[src/core/core_regs_consts.svh]
`ifndef CORE_REGS_CONSTS_SVH
`define CORE_REGS_CONSTS_SVH

// ****************************************************************
// register map, byte addresses on the avalon slave
// ****************************************************************
`define OFS_FLAGS 4'h0
`define OFS_OPTIONS 4'h4
`define OFS_CORE_CMD 4'h8
`define OFS_ALU_RES 4'hc

// ****************************************************************
// flag register field positions
// ****************************************************************
`define BIT_IND_BANK 7
`define BIT_DBANK_HI 6
`define BIT_DBANK_LO 5
`define BIT_WDT_EXP 4
`define BIT_PWR_DN 3
`define BIT_ZERO 2
`define BIT_NIBBLE 1
`define BIT_CARRY 0

// ****************************************************************
// option register field positions
// ****************************************************************
`define BIT_PULL_OFF 7
`define BIT_INT_EDGE 6
`define BIT_T0_SRC 5
`define BIT_T0_EDGE 4
`define BIT_PS_ASSIGN 3

// ****************************************************************
// reset values and masks
// ****************************************************************
`define FLAGS_RESET 8'h18
`define OPTIONS_RESET 8'hff
`define ALU_FLAG_MASK 8'h07
`define HW_ONLY_MASK 8'h18
`define ALU_RES_MASK 32'h0000_07ff

`endif

[src/core/core_regs_pkg.sv]
package core_regs_pkg;

  // alu operation codes issued by the core
  typedef enum logic [3:0] {
    OP_NONE = 4'h0,
    OP_ADD = 4'h1,
    OP_SUB = 4'h2,
    OP_LOGIC = 4'h3,
    OP_ROT_L = 4'h4,
    OP_ROT_R = 4'h5,
    OP_MOVE = 4'h6
  } alu_op_t;

  // one instruction's effect on the flag register
  typedef struct packed {
    logic wr_en;
    logic [7:0] wr_data;
    logic flag_upd;
    logic file_clear;
    logic kick;
    logic sleep;
    logic wdt_timeout;
  } core_req_t;

  // decoded option bits
  typedef struct packed {
    logic pull_up_off;
    logic ext_int_edge_sel;
    logic tmr0_src_sel;
    logic tmr0_edge_sel;
    logic prescale_assign;
    logic [2:0] prescale_rate;
  } option_t;

  // alu result bundle
  typedef struct packed {
    logic [7:0] result;
    logic zero;
    logic nibble;
    logic carry;
  } alu_out_t;

  typedef enum logic [2:0] {
    BUS_IDLE = 3'b001,
    BUS_ACK = 3'b010,
    BUS_DONE = 3'b100
  } bus_state_t;

endpackage

[src/core/core_status_option_regs.sv]
`timescale 1ns/1ps
`include "core_regs_consts.svh"

// Functional notes
// RULE1: flag-updating writes to the flag register keep alu zero, nibble and carry.
// RULE2: writes to watchdog-expiry and power-down bits are ignored.
// RULE3: file clear zeroes bank bits, sets zero, keeps other flags.
// RULE4: software should alter flags only by bit set/clear, swap, move.
// RULE5: subtraction adds two's complement; carry flags mean inverted borrow.
// RULE6: bit 7 picks indirect bank pair: 1 gives 100h-1FFh, 0 gives 00h-FFh.
// RULE7: bits 6-5 pick the direct bank 0 to 3.
// RULE8: watchdog-expiry set at power-up, kick, sleep; cleared on timeout.
// RULE9: power-down set at power-up and kick; cleared by sleep.
// RULE10: zero flag follows whether the alu result is zero.
// RULE11: nibble flag is carry out of bit 3 for add and subtract.
// RULE12: carry is msb carry for add/sub, shifted-out bit for rotates.
// RULE13: option bit 7 set disables all port b pull-ups.
// RULE14: option bit 6 selects rising or falling external interrupt edge.
// RULE15: option bit 5 selects timer pin or internal instruction clock.
// RULE16: option bit 4 selects falling or rising timer pin edge.
// RULE17: option bit 3 gives the prescaler to watchdog or timer zero.
// RULE18: rate n divides timer zero by 2^(n+1), watchdog by 2^n. The code gives tmr0_div_log2 the value n, and wdt_div_log2 n only while bit 3 is set, else 0.
// RULE19: software assigns prescaler to watchdog for undivided timer zero.
// RULE20: flag register is reachable at one location from every bank.
module core_status_option_regs
  import core_regs_pkg::*;
(
  // clock and reset
  input wire logic mclk,
  input wire logic rst,
  // avalon-mm slave
  input wire logic [3:0] address,
  input wire logic read,
  input wire logic write,
  input wire logic [31:0] writedata,
  input wire logic [3:0] byteenable,
  output logic [31:0] readdata,
  output logic waitrequest,
  output logic [1:0] response,
  // core side
  input wire core_regs_pkg::core_req_t core_req,
  input wire core_regs_pkg::alu_op_t alu_op,
  input wire logic [7:0] alu_a,
  input wire logic [7:0] alu_b,
  input wire logic [6:0] file_addr,
  input wire logic [7:0] ind_ptr,
  input wire logic [7:0] pullup_enable_reg,
  // outputs to the rest of the chip
  output logic [7:0] alu_result,
  output logic [8:0] direct_addr,
  output logic [8:0] indirect_addr,
  output logic [7:0] pull_up_en,
  output logic ext_int_edge_sel,
  output logic tmr0_src_sel,
  output logic tmr0_edge_sel,
  output logic prescale_assign,
  output logic [2:0] tmr0_div_log2,
  output logic [2:0] wdt_div_log2,
  output logic tmr0_prescaled
);

  // ****************************************************************
  // state
  // ****************************************************************
  logic [7:0] flags_reg, flags_next;
  logic [7:0] options_reg, options_next;
  logic [7:0] alu_result_reg;
  logic [7:0] pull_up_reg;
  option_t opt_reg;
  bus_state_t bus_reg, bus_next;
  logic [31:0] readdata_reg, readdata_next;
  logic [1:0] resp_reg, resp_next;
  alu_out_t alu;

  // fold a byte-enabled write into one 8-bit register
  function automatic logic [7:0] merge_byte(input logic [7:0] old, input logic [31:0] wd, input logic be0);
    merge_byte = be0 ? wd[7:0] : old;
  endfunction

  alu_flags u_alu (
    .a(alu_a),
    .b(alu_b),
    .op(alu_op),
    .carry_in(flags_reg[`BIT_CARRY]),
    .res(alu)
  );

  // ****************************************************************
  // avalon decode
  // ****************************************************************
  wire bus_take = (bus_reg == BUS_IDLE) && (read || write);
  wire hit_flags = (address == `OFS_FLAGS);
  wire hit_opts = (address == `OFS_OPTIONS);
  wire hit_cmd = (address == `OFS_CORE_CMD);
  wire hit_res = (address == `OFS_ALU_RES);
  wire mapped = hit_flags || hit_opts || hit_cmd || hit_res;
  wire sw_wr_flags = bus_take && write && hit_flags;
  wire sw_wr_opts = bus_take && write && hit_opts;
  wire sw_wr_cmd = bus_take && write && hit_cmd && byteenable[0];

  // one wait cycle then ack; waitrequest low in BUS_ACK
  assign waitrequest = (bus_reg != BUS_ACK);
  assign readdata = readdata_reg;
  assign response = resp_reg;

  // bus sequencing
  always_comb begin
    bus_next = bus_reg;
    case (bus_reg)
      BUS_IDLE: bus_next = (read || write) ? BUS_ACK : BUS_IDLE;
      BUS_ACK: bus_next = BUS_DONE;
      BUS_DONE: bus_next = BUS_IDLE;
      default: bus_next = BUS_IDLE;
    endcase
  end

  // read mux, captured at the take edge so data is stable during ack
  always_comb begin
    readdata_next = readdata_reg;
    resp_next = resp_reg;
    if (bus_take) begin
      resp_next = mapped ? 2'b00 : 2'b10;
      if (!read) begin
        readdata_next = 32'h0;
      end else if (hit_flags) begin
        readdata_next = {24'h0, flags_reg};
      end else if (hit_opts) begin
        readdata_next = {24'h0, options_reg};
      end else if (hit_res) begin
        readdata_next = {21'h0, alu.carry, alu.nibble, alu.zero, alu.result} & `ALU_RES_MASK;
      end else begin
        readdata_next = 32'h0;
      end
    end
  end

  // ****************************************************************
  // flag register update
  // ****************************************************************
  // core write data: bus command word or the core's own request
  wire core_wr = core_req.wr_en || sw_wr_cmd;
  wire [7:0] core_wd = core_req.wr_en ? core_req.wr_data : writedata[7:0];
  wire [7:0] sw_flags = merge_byte(flags_reg, writedata, byteenable[0]);

  always_comb begin
    flags_next = flags_reg;
    // plain write from bus or core, hardware-only bits held back
    if (sw_wr_flags) begin
      flags_next = (sw_flags & ~`HW_ONLY_MASK) | (flags_reg & `HW_ONLY_MASK); // RULE2
    end
    if (core_wr) begin
      flags_next = (core_wd & ~`HW_ONLY_MASK) | (flags_reg & `HW_ONLY_MASK); // RULE2
    end
    // clear drops bank bits, sets zero, others unchanged
    if (core_req.file_clear) begin
      flags_next[`BIT_IND_BANK] = 1'b0; // RULE3
      flags_next[`BIT_DBANK_HI] = 1'b0; // RULE3
      flags_next[`BIT_DBANK_LO] = 1'b0; // RULE3
      flags_next[`BIT_ZERO] = 1'b1; // RULE3
      flags_next[`BIT_NIBBLE] = flags_reg[`BIT_NIBBLE];
      flags_next[`BIT_CARRY] = flags_reg[`BIT_CARRY];
    end
    // alu flags win over any written value
    if (core_req.flag_upd) begin
      flags_next[`BIT_ZERO] = alu.zero; // RULE1 RULE10
      if (alu_op == OP_ADD || alu_op == OP_SUB) begin
        flags_next[`BIT_NIBBLE] = alu.nibble; // RULE1 RULE11
      end else begin
        flags_next[`BIT_NIBBLE] = flags_reg[`BIT_NIBBLE]; // RULE1
      end
      if (alu_op == OP_ADD || alu_op == OP_SUB || alu_op == OP_ROT_L || alu_op == OP_ROT_R) begin
        flags_next[`BIT_CARRY] = alu.carry; // RULE1 RULE12
      end else begin
        flags_next[`BIT_CARRY] = flags_reg[`BIT_CARRY]; // RULE1
      end
    end
    // hardware events; kick wins over a simultaneous timeout
    if (core_req.wdt_timeout) begin
      flags_next[`BIT_WDT_EXP] = 1'b0; // RULE8
    end
    if (core_req.sleep) begin
      flags_next[`BIT_WDT_EXP] = 1'b1; // RULE8
      flags_next[`BIT_PWR_DN] = 1'b0; // RULE9
    end
    if (core_req.kick) begin
      flags_next[`BIT_WDT_EXP] = 1'b1; // RULE8
      flags_next[`BIT_PWR_DN] = 1'b1; // RULE9
    end
  end

  // options: plain read/write byte
  always_comb begin
    options_next = options_reg;
    if (sw_wr_opts) begin
      options_next = merge_byte(options_reg, writedata, byteenable[0]);
    end
  end

  // ****************************************************************
  // registers
  // ****************************************************************
  // power-up leaves both reset-cause bits set
  always_ff @(posedge mclk) begin
    if (rst) begin
      flags_reg <= `FLAGS_RESET; // RULE8 RULE9
      options_reg <= `OPTIONS_RESET;
      bus_reg <= BUS_IDLE;
      readdata_reg <= 32'h0;
      resp_reg <= 2'b00;
    end else begin
      flags_reg <= flags_next;
      options_reg <= options_next;
      bus_reg <= bus_next;
      readdata_reg <= readdata_next;
      resp_reg <= resp_next;
    end
  end

  // registered outputs toward the chip
  always_ff @(posedge mclk) begin
    if (rst) begin
      alu_result_reg <= 8'h00;
      pull_up_reg <= 8'h00;
      opt_reg <= option_t'(`OPTIONS_RESET);
    end else begin
      alu_result_reg <= alu.result;
      pull_up_reg <= options_next[`BIT_PULL_OFF] ? 8'h00 : pullup_enable_reg; // RULE13
      opt_reg <= option_t'(options_next);
    end
  end

  // ****************************************************************
  // address formation and option decode
  // ****************************************************************
  // bank bits extend both addresses; flag register sits in every bank
  assign direct_addr = {flags_reg[`BIT_DBANK_HI], flags_reg[`BIT_DBANK_LO], file_addr}; // RULE7 RULE20
  assign indirect_addr = {flags_reg[`BIT_IND_BANK], ind_ptr}; // RULE6
  assign alu_result = alu_result_reg;
  assign pull_up_en = pull_up_reg; // RULE13
  assign ext_int_edge_sel = opt_reg.ext_int_edge_sel; // RULE14
  assign tmr0_src_sel = opt_reg.tmr0_src_sel; // RULE15
  assign tmr0_edge_sel = opt_reg.tmr0_edge_sel; // RULE16
  assign prescale_assign = opt_reg.prescale_assign; // RULE17
  // timer zero always gets the option rate; watchdog rate is zero unless it owns the prescaler
  assign wdt_div_log2 = opt_reg.prescale_assign ? opt_reg.prescale_rate : 3'h0; // RULE18
  assign tmr0_div_log2 = opt_reg.prescale_rate; // RULE18
  // undivided timer only while prescaler is lent to the watchdog
  assign tmr0_prescaled = ~opt_reg.prescale_assign; // RULE17 RULE19
endmodule

[src/core/alu_flags.sv]
`timescale 1ns/1ps
`include "core_regs_consts.svh"

module alu_flags
  import core_regs_pkg::*;
(
  // operands
  input wire logic [7:0] a,
  input wire logic [7:0] b,
  input wire core_regs_pkg::alu_op_t op,
  input wire logic carry_in,
  // result
  output core_regs_pkg::alu_out_t res
);

  logic [8:0] sum;
  logic [4:0] low_sum;
  logic [7:0] b_eff;
  logic cin;

  // subtraction adds the two's complement, so carry means "no borrow"
  assign b_eff = (op == OP_SUB) ? ~b : b; // RULE5
  assign cin = (op == OP_SUB);
  assign sum = {1'b0, a} + {1'b0, b_eff} + {8'h00, cin};
  assign low_sum = {1'b0, a[3:0]} + {1'b0, b_eff[3:0]} + {4'h0, cin}; // RULE11

  // result and flag selection
  always_comb begin
    res = '0;
    res.carry = carry_in;
    res.nibble = 1'b0;
    case (op)
      OP_ADD, OP_SUB: begin
        res.result = sum[7:0];
        res.carry = sum[8]; // RULE12
        res.nibble = low_sum[4]; // RULE11
      end
      OP_ROT_L: begin
        res.result = {a[6:0], carry_in};
        res.carry = a[7]; // RULE12
      end
      OP_ROT_R: begin
        res.result = {carry_in, a[7:1]};
        res.carry = a[0]; // RULE12
      end
      OP_LOGIC: res.result = a & b;
      default: res.result = a;
    endcase
    res.zero = (res.result == 8'h00); // RULE10
  end

endmodule

[config.mk]
export PLATFORM = sky130hd
export DESIGN_NAME = core_status_option_regs
export DESIGN_NICKNAME = d
export VERILOG_FILES = /design/src/core/core_regs_pkg.sv /design/src/core/core_status_option_regs.sv /design/src/core/alu_flags.sv
export VERILOG_INCLUDE_DIRS = /design/src /design/src/core
export SDC_FILE = /design/constraint.sdc
export NUM_CORES = 1
export LEC_CHECK = 0
export BUFFER_PORTS_ARGS = -buffer_cell sky130_fd_sc_hd__buf_2
export CORE_MARGIN = 3
export CORE_UTILIZATION = 48
export CTS_CLUSTER_SIZE = 20
export DETAILED_ROUTE_END_ITERATION = 8
export HOLD_SLACK_MARGIN = 0.1
export PLACE_DENSITY = 0.86
export SLEW_MARGIN = 40
export SYNTH_ARGS = -nofsm -noshare
export SYNTH_HDL_FRONTEND = slang
export SYNTH_SLANG_ARGS = --single-unit
[constraint.sdc]
create_clock -name mclk -period 5.91 [get_ports mclk]
set_clock_uncertainty 0.15 [all_clocks]
set_input_delay 0.2955 -clock mclk [delete_from_list [all_inputs] [get_ports mclk]]
set_output_delay 0.2955 -clock mclk [all_outputs]
set_load 0.01 [all_outputs]
Yosys cells after proc, flatten, opt, wreduce, memory -nomap -nowiden
Index checks and enable logic that the tools add are counted.
{"block": "word_totals", "register_bits": 76, "input_bits": 101, "output_inout_bits": 80, "word_cells": 94}
{"block": "op_classes", "addsub": 4, "eq_ne": 14, "mux": 25, "bitwise_logic": 5, "n_reduce_logical": 28}
{"op": "$mux W8", "n": 7}
{"op": "$mux W11", "n": 4}
{"op": "$pmux W8 S4", "n": 1}
{"op": "$or A8 B5 Y8", "n": 2}
{"op": "$eq A4 B3 Y1 const B", "n": 3}
{"op": "$add A8 B8 Y9", "n": 1}
{"op": "$add A9 B1 Y9", "n": 1}
{"op": "$mux W3", "n": 3}
{"op": "$reduce_bool A3 Y1", "n": 3}
{"op": "$and A8 B8 Y8", "n": 1}
{"op": "$eq A4 B2 Y1 const B", "n": 2}
{"op": "$eq A4 B4 Y1 const B", "n": 2}
{"op": "$logic_not A8 Y1", "n": 1}
{"op": "$logic_or A1 B1 Y1", "n": 8}
{"op": "$not A8 Y8", "n": 1}
{"op": "$reduce_or A2 Y1", "n": 4}
{"op": "$mux W7", "n": 1}
{"op": "$logic_and A1 B1 Y1", "n": 6}
{"op": "$ne A2 B1 Y1 const B", "n": 3}
{"op": "$pmux W3 S2", "n": 1}
{"op": "$reduce_and A3 Y1", "n": 2}
{"op": "$add A4 B4 Y5", "n": 1}
{"op": "$add A5 B1 Y5", "n": 1}
{"op": "$mux W1", "n": 5}
{"op": "11 further kinds", "n": 12}

Logic depth before layout (Yosys ltp)
{"block": "depth", "depth_word": 10, "ltp_mapped": 12, "mapped_depth_nobuf": 10}

Hierarchy
Synthesis repeated with hierarchy kept, for this count alone.
{"block": "hier_totals", "cells_unflattened": 403, "hier_area_um2": 3349.5}
{"mod": "core_status_option_regs", "n_inst": 1, "cells_each": 273, "area_each_um2": 2379.8, "seq_area_each_um2": 940.9}
{"mod": "alu_flags", "n_inst": 1, "cells_each": 130, "area_each_um2": 969.7, "seq_area_each_um2": 0.0}

Least setup slack after synthesis
OpenSTA, ideal clock, no wires.
{"block": "synth_timing", "kind": "input to register", "startpoint": "input alu_op[3]", "endpoint": "register readdata_reg[7], in the netlist readdata[7]", "setup_time_ps": 115, "t_arrival_ps": 2809, "required_ps": 5645, "slack_ps": 2836, "path_stages": 12, "path_buffers": 2, "path_cell_list": "buf_4 nor4b_2 buf_6 xor2_1 ha_1 a31o_2 a22oi_1 nor3_2 or4_1 a31oi_2 o311ai_1 and2_1"}
{"block": "synth_via", "elab_chain_len": 9, "elab_cells_between_ends": 14, "classes_between": "add/sub: 2; eq/ne: 5; mux: 6; reduce/logical: 1"}
{"element": "from (decl)", "line": "core_status_option_regs.sv:42", "text": "input wire core_regs_pkg::alu_op_t alu_op,"}
{"element": "$eq A4 B2 Y1", "line": "alu_flags.sv:22, alu_flags.sv:23, alu_flags.sv:32"}
{"element": "$mux W8", "line": "alu_flags.sv:22", "text": "assign b_eff = (op == OP_SUB) ? ~b : b;"}
{"element": "$add A8 B8 Y9", "line": "alu_flags.sv:24", "text": "assign sum = {1'b0, a} + {1'b0, b_eff} + {8'h00, cin};"}
{"element": "$add A9 B1 Y9", "line": "alu_flags.sv:24"}
{"element": "$pmux W8 S4 (*)", "line": "alu_flags.sv:32", "text": "case (op)"}
{"element": "$mux W11 (*)", "line": "core_status_option_regs.sv:129", "text": "end else if (hit_res) begin"}
{"element": "$mux W11 (*)", "line": "core_status_option_regs.sv:127", "text": "end else if (hit_opts) begin"}
{"element": "$mux W11 (*)", "line": "core_status_option_regs.sv:125", "text": "end else if (hit_flags) begin"}
{"element": "$mux W11 (*)", "line": "core_status_option_regs.sv:123", "text": "if (!read) begin"}
{"element": "to (signal assigned)", "line": "core_status_option_regs.sv:214", "text": "readdata_reg <= readdata_next;"}
{"element": "to (decl)", "line": "core_status_option_regs.sv:71", "text": "logic [31:0] readdata_reg, readdata_next;"}
Every way passes the cells marked *; elsewhere a longest branch is shown, timed or not.
A chain may end at the register's enable or synchronous reset.

Worst setup path after layout
{"block": "layout_timing", "startpoint": "input alu_op[0]", "endpoint": "register readdata_reg[6], in the netlist readdata[6]"}
The elaborated chain is that of the path after synthesis.

==> results.json <==
{
  "num-nets-final": 579,
  "async_flop_share": 0,
  "required_ns": 5.93,
  "drt-total-wl_um": 8140,
  "diodes": 0,
  "yosys_warnings": 0,
  "synth_xor_area_frac": 0.0326,
  "pwr-share-seq": 0.460,
  "end_kind": "flip-flop",
  "drc_errors": 0,
  "path_depth": 12,
  "relSlewSlack": 0.506,
  "setup-tns-final_ns": 0,
  "synth_compound_area_frac": 0.206,
  "rows": 29,
  "syn-instance-count": 389,
  "final_common_cell": "buf_2",
  "syn-cell-area_um2": 3180,
  "synthAdderAreaFrac": 0.0377,
  "final_cell_mix": "buf_2, nor2_1, dfxtp_1, nand2_1, conb_1",
  "status": "complete, no violations",
  "p_leak_nw": 1.70,
  "dp_hpwl_um": 6130,
  "ys.flop_type": "dfxtp_1",
  "grt_pass1_wl_um": 12600,
  "wire_per_inst_um": 14.9,
  "grtUsageTotal": 0.204,
  "detail-route-antenna-nets": 0,
  "total_power_mw": 0.730,
  "slew_violations": 0,
  "io_pins": 181,
  "port_buffers": 99,
  "cts.htree.levels": 2,
  "drive_gt1_frac": 0.266,
  "drtPass1Iterations": 5,
  "cp_slowest_stage_delay_ns": 0.41,
  "dp_cells": 526,
  "synth_top_family_by_area": "simple AND/OR/NAND/NOR gates",
  "postCtsResizedCells": 0,
  "synth-seq-cells": 47,
  "final_hold_viol_count": 0,
  "rsz0062_at_grt": "false",
  "tritoncts": "yes",
  "clock_sinks": 47,
  "max_slew.worst_pin.slew_ns": 0.738,
  "drv_cap": 0,
  "overflow": 0,
  "synth_area_per_cell_um2": 8.19,
  "dieWidth_um": 87.5,
  "yosysSeqAreaShare": 0.295,
  "place.gp.congestion": 0.841,
  "largest_reg_flops": 11,
  "fin_cells": 547,
  "hold_path.class": "in -> reg",
  "grt_max_degree": 39,
  "coreArea_um2": 6390,
  "via_count": 2953,
  "antenna_found_initial": 0,
  "path_buf_inv": 2,
  "finalCritPeriodShare": 0.551,
  "cp-start-kind": "input port",
  "setup_viol": 0,
  "critPathTopFamily": "compound AO/OA/AOI/OAI gates",
  "synthMuxAreaShare": 0.0660,
  "yosys.cell_types.count": 64,
  "whs_path_depth": 3,
  "fmax_mhz": 307,
  "switchingPower_mw": 0.236,
  "peakVddDrop_mv": 0.138,
  "p_sw_frac": 0.323,
  "dieArea_um2": 7650,
  "synthToLayoutAreaGrowth_pct": 14.7,
  "first_global_vias": 2757,
  "vias_per_cell": 5.40,
  "crit_chain": "buf_2 -> nor4b_2 -> buf_4 -> mux2_2 -> fa_1 -> a211oi_1 -> o21bai_1 -> a21o_1 -> mux2i_1 -> a211o_1 -> a221oi_1 -> nor4_1",
  "clk_latency_ns": 0.31,
  "first_iter_violations": 211,
  "worstPathMaxFanout": 25,
  "powerDensity_nw_per_um2": 200,
  "slowest_stage": "buf_2",
  "path_clk_slew_ns": 0.09,
  "crit_arrival_ns": 3.27,
  "synth-simple-area-share": 0.206,
  "p_int_mw": 0.494,
  "start_util": 0.499,
  "p_clk_frac": 0.266,
  "finalCriticalPeriod_ns": 3.25,
  "clockRootBuffer": "clkbuf_8",
  "cts_buffers": 5,
  "synth_edf_count": 0,
  "comb_power_share": 0.274,
  "dieHeight_um": 87.5,
  "path_class": "in -> reg",
  "rr_worst_depth": 6,
  "cts_max_path_buffers": 2
}
power by group through the flow:
stage	clock network [mW]	registers, mW	logic (mW)
floorplan	0	0.346	0.151
global placement	0	0.343	0.185
detailed placement	0	0.343	0.190
CTS	0.197	0.336	0.197
global route	0.208	0.338	0.222
finish	0.194	0.336	0.200
synth_stat cells, drive strengths merged (3+ instances only):
master   count  area, um^2
buf         52         398
nor2        51         194
dfxtp       47         941
nand2       25        93.8
a21oi       22         114
and2        16         100
inv         16        60.1
mux2i       15         150
o21ai       15        75.1
nor3        12        70.1
clkbuf      10        37.5
a22oi        9        67.6
xor2         9        78.8
a211o        8        70.1
ha           8         100
o22ai        7        43.8
mux2         5        60.1
a211oi       4        30.0
o211ai       4        30.0
nand3        3        15.0
nor2b        3        18.8
nor3b        3        22.5
o2bb2ai      3        26.3
layer usage:
layer  global-route usage  up-vias  routed length (um)
li1                     -     1457                   -
met1                0.257     1351                3340
met2                0.335      118                4080
met3               0.0388       27                 484
met4               0.0976        0                 245
met5                    0        -                   0
worst paths after layout:
path	start	end	slack, ns
setup reg to reg	bus_reg[0]	pull_up_en[5]	3.32
hold / removal	core_req[4]	flags_reg[1]	0.17
hold reg to reg	readdata[5]	readdata[5]	0.30
setup / recovery	alu_op[0]	readdata[6]	2.66
cells by family after synthesis:
family,Yosys count
flip-flops,47
buffers and inverters,78
adder cells (fa/ha/maj),9
AO/OA/AOI/OAI,92
other,1
AND/OR/NAND/NOR,131
multiplexers,20
XOR/XNOR,11
per-stage QoR:
stage / utilization / setup WS [ns] / hold WS [ns] / instance area (um^2)
2_1_floorplan: - / 2.84 / 0.225 / 3260
3_3_place_gp: 0.538 / 2.40 / 0.283 / 3430
3_5_place_dp: 0.538 / 2.33 / 0.287 / 3430
4_1_cts: 0.572 / 2.65 / 0.150 / 3650
5_1_grt: 0.572 / 2.36 / 0.169 / 3650
6_report: 0.572 / 2.66 / 0.167 / 3650
area by class of cell:
cell class | count | area (um^2)
inverters | 16 | 60.1
multi-input cells | 285 | 1830
clock inverters | 3 | 20.0
repair buffers | 114 | 641
well taps | 77 | 96.3
flip-flops and latches | 47 | 941
fillers | 580 | 2730
clock buffers | 5 | 68.8
worst register-to-register path, delay by kind of cell, from the launching register on:
kind,cells,cell delay (ns)
flip-flops,1,0.33
multiplexers,1,0.47
AND/OR/NAND/NOR,5,1.56
repair_timing:
item,CTS,global route
setup endpoints to repair,0,0
endpoints found under the hold margin,12,0
buffers inserted,0,0
hold buffers,13,0
(Power assumes the default switching activity.)
